===== config.mk =====
export PLATFORM = sky130hd
export DESIGN_NAME = adc_result_readout
export DESIGN_NICKNAME = d
export VERILOG_FILES = /design/src/inc/adc_readout_pkg.sv /design/src/rtl/adc_result_readout.sv /design/src/rtl/result_fifo.sv
export VERILOG_INCLUDE_DIRS = /design/src /design/src/inc
export SDC_FILE = /design/constraint.sdc
export NUM_CORES = 1
export LEC_CHECK = 0
export BUFFER_PORTS_ARGS = -buffer_cell sky130_fd_sc_hd__buf_2
export CAP_MARGIN = 10
export CORE_MARGIN = 2
export CORE_UTILIZATION = 45
export CTS_CLUSTER_SIZE = 25
export DETAILED_ROUTE_END_ITERATION = 10
export REMOVE_ABC_BUFFERS = 1
export SYNTH_ARGS = -nofsm -noshare
export SYNTH_HDL_FRONTEND = slang
export SYNTH_SLANG_ARGS = --single-unit

===== constraint.sdc =====
create_clock -name ref_clk_i -period 8.5 [get_ports ref_clk_i]
set_input_delay 0.425 -clock ref_clk_i [delete_from_list [all_inputs] [get_ports ref_clk_i]]
set_output_delay 0.425 -clock ref_clk_i [all_outputs]
set_load 0.1 [all_outputs]

===== src/inc/adc_readout_map.svh =====
// Widths, sizes, reset values and timing counts of the result readout block.
// Assumes inclusion by bare name from the design and simulation files.
`ifndef ADC_READOUT_MAP_SVH
`define ADC_READOUT_MAP_SVH

// ----------------------------------------------------------------------------
// Widths and sizes
// ----------------------------------------------------------------------------
`define RR_DATA_W 12
`define RR_NUM_REGS 4
`define RR_IDX_W 2
`define RR_CNT_W 3
`define RR_FIFO_DEPTH 8

// ----------------------------------------------------------------------------
// Reset values and sign bit position
// ----------------------------------------------------------------------------
`define RR_PTR_FIRST 2'h0
`define RR_DATA_RST 12'h000
`define RR_SIGN_BIT 11

// ----------------------------------------------------------------------------
// Conversion timing, in conversion clocks and system clocks
// ----------------------------------------------------------------------------
`define RR_CONV_CLKS 4'he
`define RR_XFER_CLK 4'hd
`define RR_CONV_CLK_HZ 5000000
`define RR_SYS_CLK_HZ 40000000
`define RR_CONV_DIV (`RR_SYS_CLK_HZ / `RR_CONV_CLK_HZ)

`endif


===== src/inc/adc_readout_pkg.sv =====
// Types shared by the result readout block.
// Assumes the map header sits on the include path.
package adc_readout_pkg;

  // --------------------------------------------------------------------------
  // Conversion sequencer states
  // --------------------------------------------------------------------------
  typedef enum logic [1:0]
  {
    SEQ_IDLE = 2'b00,
    SEQ_WAIT = 2'b01,
    SEQ_CONV = 2'b10
  } seq_state_e;

endpackage


===== src/rtl/adc_result_readout.sv =====
// Result readout port of a four-channel sampling converter: result registers,
// circular read pointer, first-result flag, done and busy timing, standby.
// Assumes the conversion engine delivers words in ascending channel order and
// that host pins are asynchronous to ref_clk_i.
//
// Contract
// - Standby pin low enters low-current standby; high returns to normal operation.
// - Result buffers and bus drivers keep working during standby.
// - Four result registers filled in conversion order from register 1.
// - Selected channel subset packs into consecutive registers from register 1.
// - First transfer of a sequence resets pointer to register 1.
// - First-result flag goes high when pointer addresses register 1; after reset the code holds it low until the first transfer.
// - Addressed register drives result bus only while select and read are low.
// - After the sequence, each read rising edge advances the pointer.
// - During a sequence, pointer advances only when next result transfers.
// - Read edge ending the last result returns pointer to register 1.
// - Bipolar results are presented in twos complement.
// - Conversion takes 14 clocks; transfer and done low at 13, high at 14.
// - First-result flag clears when the second result transfers.
// - Reads during a conversion return the current pointer's result.
`timescale 1ns/100ps
`include "adc_readout_map.svh"
module adc_result_readout
  import adc_readout_pkg::*;
(
  // Clock and reset
  input wire logic ref_clk_i,
  input wire logic arst_n_i,
  // Host pins
  input wire logic sample_start_n_i,
  input wire logic standby_low_input_n_i,
  input wire logic chip_sel_n_i,
  input wire logic read_n_i,
  output logic [`RR_DATA_W-1:0] result_bus_o,
  output logic result_bus_oe_o,
  output logic first_result_flag_o,
  output logic conv_done_n_o,
  output logic busy_o,
  // Configuration
  input wire logic [`RR_NUM_REGS-1:0] chan_sel_i,
  input wire logic bipolar_i,
  // Conversion engine
  input wire logic [`RR_DATA_W-1:0] conv_data_i,
  input wire logic conv_valid_i,
  output logic conv_ready_o,
  output logic standby_o
);

  // --------------------------------------------------------------------------
  // Functions
  // --------------------------------------------------------------------------
  function automatic logic [`RR_CNT_W-1:0] count_sel(input logic [`RR_NUM_REGS-1:0] sel);
    logic [`RR_CNT_W-1:0] n;
    n = '0;
    for (int i = 0; i < `RR_NUM_REGS; i++)
    begin
      n = n + `RR_CNT_W'(sel[i]);
    end
    return n;
  endfunction

  function automatic logic [`RR_IDX_W-1:0] next_idx(input logic [`RR_IDX_W-1:0] idx);
    return idx + 1'b1;
  endfunction

  // --------------------------------------------------------------------------
  // Pin synchronisers
  // --------------------------------------------------------------------------
  logic start_s1_ff;
  logic start_s2_ff;
  logic start_d_ff;
  logic standby_s1_ff;
  logic standby_s2_ff;
  logic cs_s1_ff;
  logic cs_s2_ff;
  logic rd_s1_ff;
  logic rd_s2_ff;
  logic rd_d_ff;
  logic cs_d_ff;

  always_ff @(posedge ref_clk_i or negedge arst_n_i)
  begin
    if (!arst_n_i)
    begin
      start_s1_ff <= 1'b1;
      start_s2_ff <= 1'b1;
      start_d_ff <= 1'b1;
      standby_s1_ff <= 1'b1;
      standby_s2_ff <= 1'b1;
      cs_s1_ff <= 1'b1;
      cs_s2_ff <= 1'b1;
      rd_s1_ff <= 1'b1;
      rd_s2_ff <= 1'b1;
      rd_d_ff <= 1'b1;
      cs_d_ff <= 1'b1;
    end
    else
    begin
      start_s1_ff <= sample_start_n_i;
      start_s2_ff <= start_s1_ff;
      start_d_ff <= start_s2_ff;
      standby_s1_ff <= standby_low_input_n_i;
      standby_s2_ff <= standby_s1_ff;
      cs_s1_ff <= chip_sel_n_i;
      cs_s2_ff <= cs_s1_ff;
      rd_s1_ff <= read_n_i;
      rd_s2_ff <= rd_s1_ff;
      rd_d_ff <= rd_s2_ff;
      cs_d_ff <= cs_s2_ff;
    end
  end

  logic start_rise;
  logic read_rise;
  logic in_standby;

  assign start_rise = start_s2_ff && !start_d_ff;
  // The read counts only if select was low while the strobe was low.
  assign read_rise = rd_s2_ff && !rd_d_ff && !cs_d_ff;
  assign in_standby = !standby_s2_ff;

  // --------------------------------------------------------------------------
  // Conversion clock divider
  // --------------------------------------------------------------------------
  localparam logic [7:0] DIV_LAST = 8'(`RR_CONV_DIV - 1);
  logic [7:0] div_ff;
  logic conv_tick;

  assign conv_tick = (div_ff == DIV_LAST);

  always_ff @(posedge ref_clk_i or negedge arst_n_i)
  begin
    if (!arst_n_i)
    begin
      div_ff <= 8'h00;
    end
    else
    begin
      div_ff <= conv_tick ? 8'h00 : div_ff + 8'h01;
    end
  end

  // --------------------------------------------------------------------------
  // Result FIFO between conversion engine and result registers
  // --------------------------------------------------------------------------
  logic [`RR_DATA_W-1:0] fifo_data;
  logic fifo_valid;
  logic fifo_pop;

  result_fifo #(
    .W(`RR_DATA_W),
    .D(`RR_FIFO_DEPTH)
  )
  u_fifo
  (
    .ref_clk_i(ref_clk_i),
    .arst_n_i(arst_n_i),
    .in_data_i(conv_data_i),
    .in_valid_i(conv_valid_i),
    .in_ready_o(conv_ready_o),
    .out_data_o(fifo_data),
    .out_valid_o(fifo_valid),
    .out_ready_i(fifo_pop)
  );

  // --------------------------------------------------------------------------
  // Conversion sequencer
  // --------------------------------------------------------------------------
  seq_state_e state_ff;
  logic [3:0] clk_cnt_ff;
  logic [`RR_IDX_W-1:0] conv_idx_ff;
  logic [`RR_CNT_W-1:0] seq_len_ff;
  logic [`RR_CNT_W-1:0] start_len;
  logic xfer;
  logic conv_end;

  assign start_len = count_sel(chan_sel_i);
  // The register file is loaded on the conversion clock's thirteenth edge.
  assign xfer = (state_ff == SEQ_CONV) && conv_tick && (clk_cnt_ff == `RR_XFER_CLK - 4'h1);
  assign conv_end = (state_ff == SEQ_CONV) && conv_tick && (clk_cnt_ff == `RR_CONV_CLKS - 4'h1);
  assign fifo_pop = xfer;

  always_ff @(posedge ref_clk_i or negedge arst_n_i)
  begin
    if (!arst_n_i)
    begin
      state_ff <= SEQ_IDLE;
      clk_cnt_ff <= 4'h0;
      conv_idx_ff <= '0;
      seq_len_ff <= '0;
      busy_o <= 1'b0;
    end
    else
    begin
      case (state_ff)
        SEQ_IDLE:
        begin
          // Standby holds off new sequences but leaves readout alone.
          if (start_rise && !in_standby && (start_len != '0))
          begin
            seq_len_ff <= start_len;
            conv_idx_ff <= '0;
            busy_o <= 1'b1;
            state_ff <= SEQ_WAIT;
          end
        end
        SEQ_WAIT:
        begin
          // An empty FIFO stalls the sequencer until the engine delivers.
          if (fifo_valid && conv_tick)
          begin
            clk_cnt_ff <= 4'h1;
            state_ff <= SEQ_CONV;
          end
        end
        SEQ_CONV:
        begin
          if (conv_tick)
          begin
            clk_cnt_ff <= clk_cnt_ff + 4'h1;
          end
          if (conv_end)
          begin
            clk_cnt_ff <= 4'h0;
            if (`RR_CNT_W'(conv_idx_ff) == seq_len_ff - 1'b1)
            begin
              busy_o <= 1'b0;
              state_ff <= SEQ_IDLE;
            end
            else
            begin
              conv_idx_ff <= next_idx(conv_idx_ff);
              state_ff <= SEQ_WAIT;
            end
          end
        end
        default:
        begin
          state_ff <= SEQ_IDLE;
          busy_o <= 1'b0;
        end
      endcase
    end
  end

  always_ff @(posedge ref_clk_i or negedge arst_n_i)
  begin
    if (!arst_n_i)
    begin
      conv_done_n_o <= 1'b1;
    end
    else if (xfer)
    begin
      conv_done_n_o <= 1'b0;
    end
    else if (conv_end)
    begin
      conv_done_n_o <= 1'b1;
    end
  end

  // --------------------------------------------------------------------------
  // Result registers
  // --------------------------------------------------------------------------
  logic [`RR_DATA_W-1:0] res_ff [`RR_NUM_REGS];
  logic [`RR_DATA_W-1:0] coded;

  // The engine delivers offset binary; flipping the sign bit gives twos complement.
  always_comb
  begin
    coded = fifo_data;
    coded[`RR_SIGN_BIT] = fifo_data[`RR_SIGN_BIT] ^ bipolar_i;
  end

  always_ff @(posedge ref_clk_i or negedge arst_n_i)
  begin
    if (!arst_n_i)
    begin
      for (int i = 0; i < `RR_NUM_REGS; i++)
      begin
        res_ff[i] <= `RR_DATA_RST;
      end
    end
    else if (xfer)
    begin
      res_ff[conv_idx_ff] <= coded;
    end
  end

  // --------------------------------------------------------------------------
  // Read pointer and first-result flag
  // --------------------------------------------------------------------------
  logic [`RR_IDX_W-1:0] ptr_ff;
  logic [`RR_CNT_W-1:0] valid_cnt_ff;
  logic ptr_is_last;
  logic next_is_valid;

  assign ptr_is_last = (seq_len_ff != '0) && (`RR_CNT_W'(ptr_ff) == seq_len_ff - 1'b1);
  // A count left from the previous sequence must not let a read advance before the first transfer.
  assign next_is_valid = ((`RR_CNT_W'(ptr_ff) + 1'b1) < valid_cnt_ff) && (ptr_ff < conv_idx_ff);

  always_ff @(posedge ref_clk_i or negedge arst_n_i)
  begin
    if (!arst_n_i)
    begin
      ptr_ff <= `RR_PTR_FIRST;
      first_result_flag_o <= 1'b0;
      valid_cnt_ff <= '0;
    end
    else if (xfer)
    begin
      valid_cnt_ff <= `RR_CNT_W'(conv_idx_ff) + 1'b1;
      // A new result moves the pointer onto itself; the first one rewinds it.
      ptr_ff <= conv_idx_ff;
      first_result_flag_o <= (conv_idx_ff == `RR_PTR_FIRST);
    end
    else if (read_rise && !busy_o && ptr_is_last)
    begin
      ptr_ff <= `RR_PTR_FIRST;
      first_result_flag_o <= 1'b1;
    end
    else if (read_rise && (!busy_o || next_is_valid))
    begin
      ptr_ff <= next_idx(ptr_ff);
      first_result_flag_o <= 1'b0;
    end
  end

  // --------------------------------------------------------------------------
  // Data bus drive and standby status
  // --------------------------------------------------------------------------
  always_ff @(posedge ref_clk_i or negedge arst_n_i)
  begin
    if (!arst_n_i)
    begin
      result_bus_o <= `RR_DATA_RST;
      result_bus_oe_o <= 1'b0;
      standby_o <= 1'b0;
    end
    else
    begin
      // Drivers stay live in standby so stored results remain readable.
      result_bus_o <= res_ff[ptr_ff];
      result_bus_oe_o <= !cs_s2_ff && !rd_s2_ff;
      standby_o <= in_standby;
    end
  end

endmodule


===== src/rtl/result_fifo.sv =====
// Small synchronous FIFO of flip-flops with valid and ready on both sides.
// Assumes one clock and an asynchronous active-low reset.
`timescale 1ns/100ps
module result_fifo #(
  parameter int W = 12,
  parameter int D = 8
)
(
  // Clock and reset
  input wire logic ref_clk_i,
  input wire logic arst_n_i,
  // Filling side
  input wire logic [W-1:0] in_data_i,
  input wire logic in_valid_i,
  output logic in_ready_o,
  // Draining side
  output logic [W-1:0] out_data_o,
  output logic out_valid_o,
  input wire logic out_ready_i
);

  localparam int AW = $clog2(D);

  logic [W-1:0] mem_ff [D];
  logic [AW-1:0] wr_ff;
  logic [AW-1:0] rd_ff;
  logic [AW:0] cnt_ff;
  logic push;
  logic pop;
  logic ready_ff;

  // Ready comes from a flip-flop so the filling side sees no path from the count logic.
  assign in_ready_o = ready_ff;
  assign out_valid_o = (cnt_ff != '0);
  assign out_data_o = mem_ff[rd_ff];
  assign push = in_valid_i && in_ready_o;
  assign pop = out_valid_o && out_ready_i;

  // --------------------------------------------------------------------------
  // Storage and pointers
  // --------------------------------------------------------------------------
  always_ff @(posedge ref_clk_i)
  begin
    if (push)
    begin
      mem_ff[wr_ff] <= in_data_i;
    end
  end

  always_ff @(posedge ref_clk_i or negedge arst_n_i)
  begin
    if (!arst_n_i)
    begin
      wr_ff <= '0;
      rd_ff <= '0;
      cnt_ff <= '0;
    end
    else
    begin
      if (push)
      begin
        wr_ff <= (wr_ff == AW'(D - 1)) ? '0 : wr_ff + 1'b1;
      end
      if (pop)
      begin
        rd_ff <= (rd_ff == AW'(D - 1)) ? '0 : rd_ff + 1'b1;
      end
      if (push && !pop)
      begin
        cnt_ff <= cnt_ff + 1'b1;
      end
      else if (pop && !push)
      begin
        cnt_ff <= cnt_ff - 1'b1;
      end
    end
  end

  always_ff @(posedge ref_clk_i or negedge arst_n_i)
  begin
    if (!arst_n_i)
    begin
      ready_ff <= 1'b1;
    end
    else if (push && !pop)
    begin
      ready_ff <= (cnt_ff != (AW+1)'(D - 1));
    end
    else if (pop && !push)
    begin
      ready_ff <= 1'b1;
    end
  end

endmodule


### Word-level counts from Yosys, hierarchy flattened

Memories as Yosys holds them, arrays and structs flattened.
Index checks and enable logic that the tools add are counted.

* memories: 1
* input port bits: 24
* memory bits (writable): 96
* logic and storage cells: 157
* output and inout bits: 18
* register bits after elaboration: 111

Memories
* u_fifo.mem_ff: words 8, width 12, read ports 1, clocked after memory_dff 0, write ports 1, line result_fifo.sv:24 `logic [W-1:0] mem_ff [D];`

* add/sub/neg operators: 14
* reductions and logical operators: 45
* multiplexer cells: 40
* $lt $le $gt $ge: 5
* bitwise logic cells: 4
* eq/ne operators: 16

Operators by type and width (count)
* bitwise mux 48 bit: 1
* 2-to-1 mux 12 bit: 3
* binary-select mux 12 bit (select 2 bit): 1
* demux 12 bit (select 2 bit): 1
* logical AND 1 bit: 20
* 2-to-1 mux 4 bit: 5
* 2-to-1 mux 2 bit: 9
* 2-to-1 mux 1 bit: 13
* logical NOT 1 bit: 9
* nonzero test 3 bit: 3
* adder 4 x 1 -> 4 bit (second input constant): 2
* adder 8 x 1 -> 8 bit (second input constant): 1
* equality test 4 bit (second input constant): 2
* equality test 8 x 3 -> 1 bit (second input constant): 1
* 2-to-1 mux 8 bit: 1
* inequality test 2 bit (second input constant): 4
* case mux 4 bit (2 select lines): 1
* AND reduction 4 bit: 2
* nonzero test 2 bit: 4
* adder 2 x 1 -> 3 bit (second input constant): 2
* adder 3 x 1 -> 3 bit (second input constant): 2
* equality test 2 x 3 -> 1 bit: 2
* equality test 3 bit (second input constant): 2
* greater-or-equal comparator 3 bit (second input constant): 2
* 26 further kinds: 31

### Depth between registers and ports, before layout

Gate-level depths: netlist of the first run.

* depth after elaboration: 8
* gate-level depth with buffers: 13
* gate-level depth less buffers: 13

### Hierarchy

From an unflattened synthesis of the first run, not the netlist that was laid out.

* cell total of the unflattened synthesis: 517
* area, all modules: 8882.3 um^2

By module, submodules not included
* adc_result_readout: seq. area each 2517.4 um^2, area each 4479.3 um^2, instances 1, cells each 309
* result_fifo: seq. area each 3159.3 um^2, area each 4403.0 um^2, instances 1, cells each 208

### Least setup slack after synthesis of the first run

Ideal clock, no wire load.

* path type: register to register
* start: register div_ff[3]
* end: register u_fifo.cnt_ff[3]
* cell stages (with the launch flop): 12
* buffers on the path: 0
* data arrival time: 2782 ps
* setup slack: 5593 ps
* required time: 8375 ps
* setup time: 125 ps
* period minus slack after synthesis: 2907 ps
* cells stage by stage: dfrtp_1 > or3_1 > or4_1 > or3_1 > ha_1 > inv_1 > ha_1 > a21o_1 > a21oi_1 > xnor2_1 > nor2_1 > xor2_1

* longest elaborated chain between the ends: 7
* elaborated cells on any way between the ends: 9
* classes of those cells: eq/ne (1); mux (1); reduce/logical (7)

RTL lines
* start, declared: line adc_result_readout.sv:126 `logic [7:0] div_ff;`
* start signal, assigned: line adc_result_readout.sv:139 `div_ff <= conv_tick ? 8'h00 : div_ff + 8'h01;`
* equality test 8 x 3 -> 1 bit (*): line adc_result_readout.sv:129 `assign conv_tick = (div_ff == DIV_LAST);`
* logical AND 1 bit (*) (2 in a row): line adc_result_readout.sv:179 `` assign xfer = (state_ff == SEQ_CONV) && conv_tick && (clk_cnt_ff == `RR_XFER_CLK - 4'h1); ``
* logical AND 1 bit (*): line result_fifo.sv:37 `assign pop = out_valid_o && out_ready_i;`
* logical NOT 1 bit: line result_fifo.sv:68 `if (push && !pop)`
* logical AND 1 bit: line result_fifo.sv:68
* 2-to-1 mux 4 bit or nonzero test 2 bit (tied branches)
* end signal, assigned: line result_fifo.sv:70 `cnt_ff <= cnt_ff + 1'b1;`
* end signal, assigned: line result_fifo.sv:74 `cnt_ff <= cnt_ff - 1'b1;`
* end, declared: line result_fifo.sv:27 `logic [AW:0] cnt_ff;`

Every way passes the cells marked *; elsewhere a longest branch is shown, timed or not.
A chain may end at the register's enable or synchronous reset.

### Final worst setup path of the first run

Ends and elaborated chain as after synthesis.

==> reports/metrics.json, run 1 <==
{
  "status": {"value": "finished clean"},
  "io_pins": {"value": 42},
  "cts_tree": {"value": "yes"},
  "drtPass1Iterations": {"value": 4},
  "cts_buffers": {"value": 22},
  "totalWireLength": {"value": 15500, "unit": "um"},
  "area_growth_syn_to_layout": {"value": 14.6, "unit": "%"},
  "layout-drive-gt1-share": {"value": 22.5, "unit": "%"},
  "skew": {"value": 0.0217, "unit": "ns"},
  "asyncSetResetFlopFracSynth": {"value": 53.6, "unit": "%"},
  "hp-start": {"value": "standby_low_input_n_i"},
  "comb_power_share": {"value": 15.2, "unit": "%"},
  "max_cap_violations": {"value": 0},
  "layout.area.seq": {"value": 5680, "unit": "sq um"},
  "r2r_setup_slack": {"value": 5.35, "unit": "ns"},
  "ffs_latches_synth": {"value": 207},
  "swShare": {"value": 27.0, "unit": "%"},
  "hold_path_class": {"value": "in -> reg"},
  "synth-warning-count": {"value": 0},
  "post_synth_inst_count": {"value": 567},
  "clk_pin_slew_worst_paths": {"value": 0.06, "unit": "ns"},
  "power_per_cell_area": {"value": 268, "unit": "nW/um^2"},
  "cts_max_level": {"value": 1},
  "synth.most_common_cell": {"value": "dfrtp_1"},
  "yosys.cell_types.count": {"value": 45},
  "die-width": {"value": 141, "unit": "um"},
  "wire_per_inst": {"value": 17.8, "unit": "um"},
  "slew_headroom": {"value": 32.4, "unit": "%"},
  "clk-insertion-delay-late": {"value": 0.51, "unit": "ns"},
  "timing.final.hold_violations": {"value": 0},
  "n_fill_cell": {"value": 1537},
  "worst_ir_drop_vdd": {"value": 139, "unit": "uV"},
  "routabilityCongestion": {"value": 0.808},
  "timing.final.setup_violations": {"value": 0},
  "crit_path_category": {"value": "reg -> reg"},
  "worstReg2RegStart": {"value": "div_ff[3]"},
  "cts_root_buf": {"value": "clkbuf_16"},
  "worstRegToRegCells": {"value": 11},
  "yosysSeqAreaShare": {"value": 67.4, "unit": "%"},
  "grt_setup_unrepaired": {"value": "no"},
  "start_kind": {"value": "flop"},
  "internal_power": {"value": 1.89, "unit": "mW"},
  "synth_top_flop_cell": {"value": "dfrtp_1"},
  "aggregate_global_route_resource_usage": {"value": 16.2, "unit": "%"},
  "p_leak": {"value": 3.84, "unit": "nW"},
  "antenna_cells": {"value": 0},
  "hold_path_end": {"value": "standby_s1_ff"},
  "tritoncts_num_sinks": {"value": 207},
  "worst_slew_pin_slew": {"value": 1.01, "unit": "ns"},
  "yosys-top-cells-count": {"value": "dfrtp_1 (98), edfxtp_1 (96), nand2_1 (75)"},
  "die_area": {"value": 19800, "unit": "sq um"},
  "critPathRequiredTime": {"value": 8.88, "unit": "ns"},
  "floorplan.die.height": {"value": 141, "unit": "um"},
  "via_per_inst": {"value": 5.35},
  "post-route-drc-count": {"value": 0},
  "final_antenna_net_count": {"value": 0},
  "start_util": {"value": 45.5, "unit": "%"},
  "report.power.total": {"value": 2.59, "unit": "mW"},
  "final_net_count": {"value": 672},
  "port_buffers": {"value": 41},
  "initial_drc_count": {"value": 240},
  "final.setup.tns": {"value": 0, "unit": "ns"},
  "post_synth.cell_area_avg": {"value": 14.9, "unit": "sq um"},
  "total_switching_power": {"value": 699, "unit": "uW"},
  "area_taken_by_multi_input_logic_gates": {"value": 2610, "unit": "sq um"},
  "crit_path_end_kind": {"value": "flop"},
  "whs": {"value": 0.0228, "unit": "ns"},
  "cts.path.max_buffers": {"value": 3},
  "synth_enable_flop_cells": {"value": 96},
  "num_rows": {"value": 50},
  "synth_top_area_share": {"value": 34.2, "unit": "%"},
  "post_synthesis_cell_area": {"value": 8420, "unit": "sq um"},
  "num_vias": {"value": 4672},
  "grt_first_pass_wirelength": {"value": 25200, "unit": "um"},
  "first_global_vias": {"value": 4803},
  "crit_path_max_fanout": {"value": 7},
  "clock.fmax": {"value": 0.318, "unit": "GHz"},
  "final.min_clock_period": {"value": 3.15, "unit": "ns"},
  "antenna_found_initial": {"value": 0},
  "critPathArrivalTime": {"value": 3.52, "unit": "ns"},
  "slew_viol_final": {"value": 0},
  "maximum_number_of_pins_on_one_net_before_global_route_repair": {"value": 81},
  "min_period_over_period": {"value": 37.0, "unit": "%"},
  "capture_point_of_the_worst_reg_to_reg_path": {"value": "u_fifo.cnt_ff[3]"},
  "sum_of_overflow_across_all_layers_after_global_routing": {"value": 0},
  "power_frac_seq": {"value": 48.6, "unit": "%"},
  "ys_top_cells_by_area": {"value": "edfxtp_1 (34%), dfrtp_1 (29%), mux4_2 (9.6%)"},
  "netlist.top_cell.by_area": {"value": "edfxtp_1"},
  "core": {"value": 18500, "unit": "sq um"},
  "dp.final_hpwl": {"value": 9780, "unit": "um"},
  "power.clock.fraction": {"value": 36.3, "unit": "%"},
  "min_delay_path_depth": {"value": 1},
  "finalCoreUtilization": {"value": 52.1, "unit": "%"}
}
-- metal layers --
layer  up-vias  part of all wire [%]  routed length [um]  track usage, %
li1       2203                     -                   -               -
met1      2346                    46                7090            22.1
met2       100                    48                7420            26.8
met3        23                   4.8                 745            3.06
met4         0                   1.8                 273            4.63
met5         -                     0                   0               0
-- power groups by stage --
stage / sequential (mW) / clock, mW / combinational [mW]
finish: 1.26 / 0.938 / 0.392
global route: 1.27 / 1.00 / 0.438
CTS: 1.26 / 0.962 / 0.398
detailed placement: 1.28 / 0 / 0.395
global placement: 1.27 / 0 / 0.377
floorplan: 1.28 / 0 / 0.250
-- metrics by stage --
| step | cells | setup WS [ns] | area (sq um) |
|---|---|---|---|
| after floorplan | 546 | 5.60 | 8340 |
| after global placement | 832 | 5.47 | 8920 |
| after detailed placement | 832 | 5.34 | 8920 |
| after CTS | 873 | 5.33 | 9660 |
| after global routing | 873 | 5.18 | 9660 |
| final | 873 | 5.35 | 9660 |
-- state kept, by name (all words and copies together) (netlist names), 2 cells and up --
register       cells
conv_idx_ff        2
clk_cnt_ff         4
res_ff            48
valid_cnt_ff       3
result_bus_o      12
u_fifo.rd_ff       3
u_fifo.wr_ff       3
seq_len_ff         3
u_fifo.mem_ff     96
ptr_ff             2
state_ff           2
u_fifo.cnt_ff      4
div_ff             8
-- cells in the final DEF, fill, tap and decap left out, drive strengths merged, types with 2 or more instances in the layout --
cell,count
buf,52
nand3,11
nor3,6
xnor2,9
mux2i,15
nand2,75
a21oi,7
mux2,4
dfstp,13
clkinv,5
dfrtp,98
nand2b,8
ha,23
clkbuf,34
inv,16
o22ai,2
o21ai,67
nor2b,2
o31ai,2
xor2,7
nor2,16
nor4,5
or4,3
fa,2
or3,3
or2,2
a21o,3
and3,3
mux4,36
edfxtp,96
-- critical path: stages (launching register included) --
cell	delay [ns]
dfrtp_1	0.44
or3_1	0.37
or4_1	0.46
or3_1	0.41
ha_1	0.25
inv_1	0.12
ha_1	0.24
a21o_1	0.18
a21oi_1	0.18
xnor2_1	0.15
nor2_1	0.08
xor2_1	0.15
-- worst max path at each step --
stage / end / slack (ns) / depth (start not counted) / from
after global placement: u_fifo.cnt_ff[3] / 5.47 / 11 / div_ff[3]
final: u_fifo.cnt_ff[3] / 5.35 / 11 / div_ff[3]
after CTS: u_fifo.cnt_ff[3] / 5.33 / 11 / div_ff[3]
after floorplan: u_fifo.cnt_ff[3] / 5.60 / 11 / div_ff[3]
after detailed placement: u_fifo.cnt_ff[3] / 5.34 / 11 / div_ff[3]
after global routing: u_fifo.cnt_ff[3] / 5.18 / 11 / div_ff[3]
-- timing repair --
item | CTS | global route
hold buffers | 1 | 0
gates resized for setup | 0 | 0
buffers inserted | 0 | 0
endpoints found under the hold margin | 24 | 0
-- cell families after synthesis --
kind of cell / count (synthesis) / synth area share (%)
buffers and inverters: 37 / 1.69
flip-flops: 207 / 67.4
XOR/XNOR: 16 / 1.66
AO/OA/AOI/OAI: 88 / 5.67
AND/OR/NAND/NOR: 139 / 7.75
multiplexers: 55 / 11.9
adder cells (fa/ha/maj): 25 / 3.89
-- cell type report --
class,count,share of cell area [%]
Clock buffer,34,6.79
Clock inverter,6,0.687
Inverter,16,0.622
Timing Repair Buffer,53,3.11
Sequential cell,207,58.8
Multi-Input combinational cell,323,27.0
Tap cell,234,3.03
(Power assumes the default switching activity.)
==> inputs of run 2 (changes only) <==
Clock period 8.5 ns to 3.2 ns, I/O delays scaled along.
==> run 2 against run 1 <==
  * Worst setup slack worse by 5.2 ns
  * Critical path depth is the same
  * Fmax grew 3.8%
  * Sequential share of layout area fell by 1.7 points
  * Die area did not move
  * Count of clock-buffer cells in the layout fell by 10
  * Register-to-register slack got worse by 5.2 ns
  * Non-clock buffer count up 25
  * Sequential power grew to 2.6 times the previous value
  * Combinational power grew to 3.0 times the previous value
  * Critical endpoint unchanged
  * Largest cell class unchanged
==> reports/metrics.json, run 2 (synthesized netlist as in run 1, its figures left out) <==
{
  "status": {"value": "finished clean"},
  "clock.fmax": {"value": 0.330, "unit": "GHz", "change": "+3.8%"},
  "io_pins": {"value": 42, "change": "unchanged"},
  "grt_first_pass_wirelength": {"value": 24800, "unit": "um", "change": "-1.4%"},
  "skew": {"value": 0.00854, "unit": "ns", "change": "-0.0132 ns"},
  "post-route-drc-count": {"value": 0, "change": "unchanged"},
  "timing.final.setup_violations": {"value": 0, "change": "unchanged"},
  "crit_path_max_fanout": {"value": 5, "change": "-2"},
  "dpl.cell_count": {"value": 841, "change": "+1.1%"},
  "cts_buffers": {"value": 21, "change": "-4.5%"},
  "grt_setup_unrepaired": {"value": "no"},
  "critical_path.slowest_cell": {"value": "or4_4"},
  "crit_path_category": {"value": "reg -> reg"},
  "drtPass1Iterations": {"value": 4, "change": "unchanged"},
  "antenna_found_initial": {"value": 0, "change": "unchanged"},
  "place_ws": {"value": 0.113, "unit": "ns", "change": "-5.22 ns"},
  "cts_max_level": {"value": 1, "change": "unchanged"},
  "final.min_clock_period": {"value": 3.03, "unit": "ns", "change": "-0.117 ns"},
  "postCtsSetupBuffers": {"value": 0, "change": "unchanged"},
  "report.power.total": {"value": 7.10, "unit": "mW", "change": "+170%"},
  "dp.final_hpwl": {"value": 9760, "unit": "um", "change": "-0.14%"},
  "layoutNonFillerInstCount": {"value": 896, "change": "+2.6%"},
  "antenna_cells": {"value": 0, "change": "unchanged"},
  "flip_flop_count_of_the_largest_register_after_layout": {"value": 96, "change": "unchanged"},
  "via_per_inst": {"value": 5.29, "change": "-1.1%"},
  "registers.top_by_ff_count": {"value": "u_fifo.mem_ff"},
  "num_rows": {"value": 50, "change": "unchanged"},
  "cts_tree": {"value": "yes"},
  "timing.final.hold_violations": {"value": 0, "change": "unchanged"},
  "min_period_over_period": {"value": 94.7, "unit": "%", "change": "+58 points"},
  "die-width": {"value": 141, "unit": "um", "change": "unchanged"},
  "critPathArrivalTime": {"value": 3.41, "unit": "ns", "change": "-0.11 ns"},
  "final_antenna_net_count": {"value": 0, "change": "unchanged"},
  "slew_viol_final": {"value": 0, "change": "unchanged"},
  "die_area": {"value": 19800, "unit": "sq um", "change": "unchanged"},
  "final_cell_mix": {"value": "dfrtp_1 (98), edfxtp_1 (96), nand2_1 (75)"},
  "whs": {"value": 0.0268, "unit": "ns", "change": "+0.00395 ns"},
  "core": {"value": 18500, "unit": "sq um", "change": "unchanged"},
  "clk-insertion-delay-late": {"value": 0.49, "unit": "ns", "change": "-0.02 ns"},
  "clk_pin_slew_worst_paths": {"value": 0.06, "unit": "ns", "change": "about the same"},
  "series_of_cell_instances_along_the_critical_path": {"value": "or3_1 > or4_4 > or3_1 > ha_1 > inv_2 > ha_1 > a21o_1 > a21oi_1 > xnor2_1 > nor2_1 > xor2_1"},
  "final.setup.tns": {"value": 0, "unit": "ns", "change": "unchanged"},
  "totalWireLength": {"value": 15300, "unit": "um", "change": "-1.4%"},
  "area_growth_syn_to_layout": {"value": 18.0, "unit": "%"},
  "final_net_count": {"value": 696, "change": "+3.6%"},
  "sum_of_overflow_across_all_layers_after_global_routing": {"value": 0, "change": "unchanged"},
  "floorplan.die.height": {"value": 141, "unit": "um", "change": "unchanged"},
  "cts.path.max_buffers": {"value": 3, "change": "unchanged"},
  "routabilityCongestion": {"value": 0.808, "change": "about the same"},
  "start_util": {"value": 45.5, "unit": "%", "change": "unchanged"},
  "crit_path_end_kind": {"value": "flop"},
  "hold_path_class": {"value": "in -> reg"},
  "first_global_vias": {"value": 4817, "change": "+0.29%"},
  "start_kind": {"value": "flop"},
  "tritoncts_num_sinks": {"value": 207, "change": "unchanged"},
  "worst_ir_drop_vdd": {"value": 393, "unit": "uV", "change": "+180%"},
  "timing.critical_path.slowest_cell_delay": {"value": 0.44, "unit": "ns", "change": "-0.02 ns"},
  "port_buffers": {"value": 41, "change": "unchanged"},
  "layout.cells.most_common": {"value": "dfrtp_1"},
  "reg_top3": {"value": "u_fifo.mem_ff x96, res_ff x48, result_bus_o x12"},
  "p_leak": {"value": 3.96, "unit": "nW", "change": "+3.1%"},
  "postLayoutSetupSlackWorst": {"value": 0.169, "unit": "ns", "change": "-5.18 ns"},
  "cts_root_buf": {"value": "clkbuf_16"},
  "initial_drc_count": {"value": 329, "change": "+37%"},
  "layout-drive-gt1-share": {"value": 23.1, "unit": "%", "change": "+0.58 points"},
  "maximum_number_of_pins_on_one_net_before_global_route_repair": {"value": 60, "change": "-26%"},
  "power_per_cell_area": {"value": 714, "unit": "nW/um^2", "change": "+170%"},
  "max_cap_violations": {"value": 0, "change": "unchanged"},
  "wire_per_inst": {"value": 17.1, "unit": "um", "change": "-4.0%"},
  "num_vias": {"value": 4741, "change": "+1.5%"},
  "aggregate_global_route_resource_usage": {"value": 15.7, "unit": "%", "change": "-0.43 points"},
  "worst_slew_pin_slew": {"value": 0.844, "unit": "ns", "change": "-0.171 ns"},
  "critPathRequiredTime": {"value": 3.58, "unit": "ns", "change": "-5.30 ns"},
  "slew_headroom": {"value": 43.7, "unit": "%", "change": "+11 points"}
}
==> run 2: critical path, delay by kind of cell, from the launching register on <==
| family | cells | cell delay [ns] |
|---|---|---|
| flip-flops | 1 | 0.42 |
| XOR/XNOR | 2 | 0.28 |
| buffers and inverters | 1 | 0.09 |
| AND/OR/NAND/NOR | 4 | 1.28 |
| AO/OA/AOI/OAI | 2 | 0.34 |
| adder cells (fa/ha/maj) | 2 | 0.49 |
==> run 2: metal layers <==
layer	global-route usage [%]	wire (um)	vias up
met1	21.5	6840	2385
met4	4.32	243	0
met3	2.51	635	23
met2	26.6	7590	91
met5	0	0	-
li1	-	-	2242
==> run 2: repair_timing <==
item | in CTS | in global routing
gates resized for setup | 0 | 3
hold buffers | 17 | 0
hold endpoints to repair | 145 | 0
endpoints found under the setup margin | 0 | 1
==> run 2: area by class of cell <==
| cell class | instances | area (sq um) |
|---|---|---|
| repair buffers | 78 | 541 |
| well taps | 234 | 293 |
| flip-flops and latches | 207 | 5680 |
| clock inverters | 14 | 224 |
| clock buffers | 24 | 537 |
| multi-input cells | 323 | 2610 |
| fillers | 1491 | 8580 |
| inverters | 16 | 60.1 |
==> run 2: where the power goes <==
group / switching [mW] / total (mW) / internal (mW)
registers: 0.150 / 3.24 / 3.09
logic: 0.713 / 1.18 / 0.468
clock network: 0.986 / 2.68 / 1.69
==> run 2: worst paths after layout <==
kind	startpoint	to	slack [ns]	cells after the start
max in group asynchronous	arst_n_i	res_ff[28]	2.17	3
min in group asynchronous	arst_n_i	u_fifo.wr_ff[2]	0.28	2
worst min-delay path	chan_sel_i[2]	seq_len_ff[0]	0.03	4
worst min register to register	standby_s1_ff	standby_s2_ff	0.35	0
worst max register to register	div_ff[5]	u_fifo.cnt_ff[3]	0.17	11
worst max-delay path	div_ff[5]	u_fifo.cnt_ff[3]	0.17	11
==> run 2: through the flow <==
step / cell area, sq um / utilization, %
final: 9940 / 53.7
after global routing: 9940 / 53.7
after CTS: 9940 / 53.7
after detailed placement: 9000 / 48.6
after global placement: 9000 / 48.6
after floorplan: 8340 / -
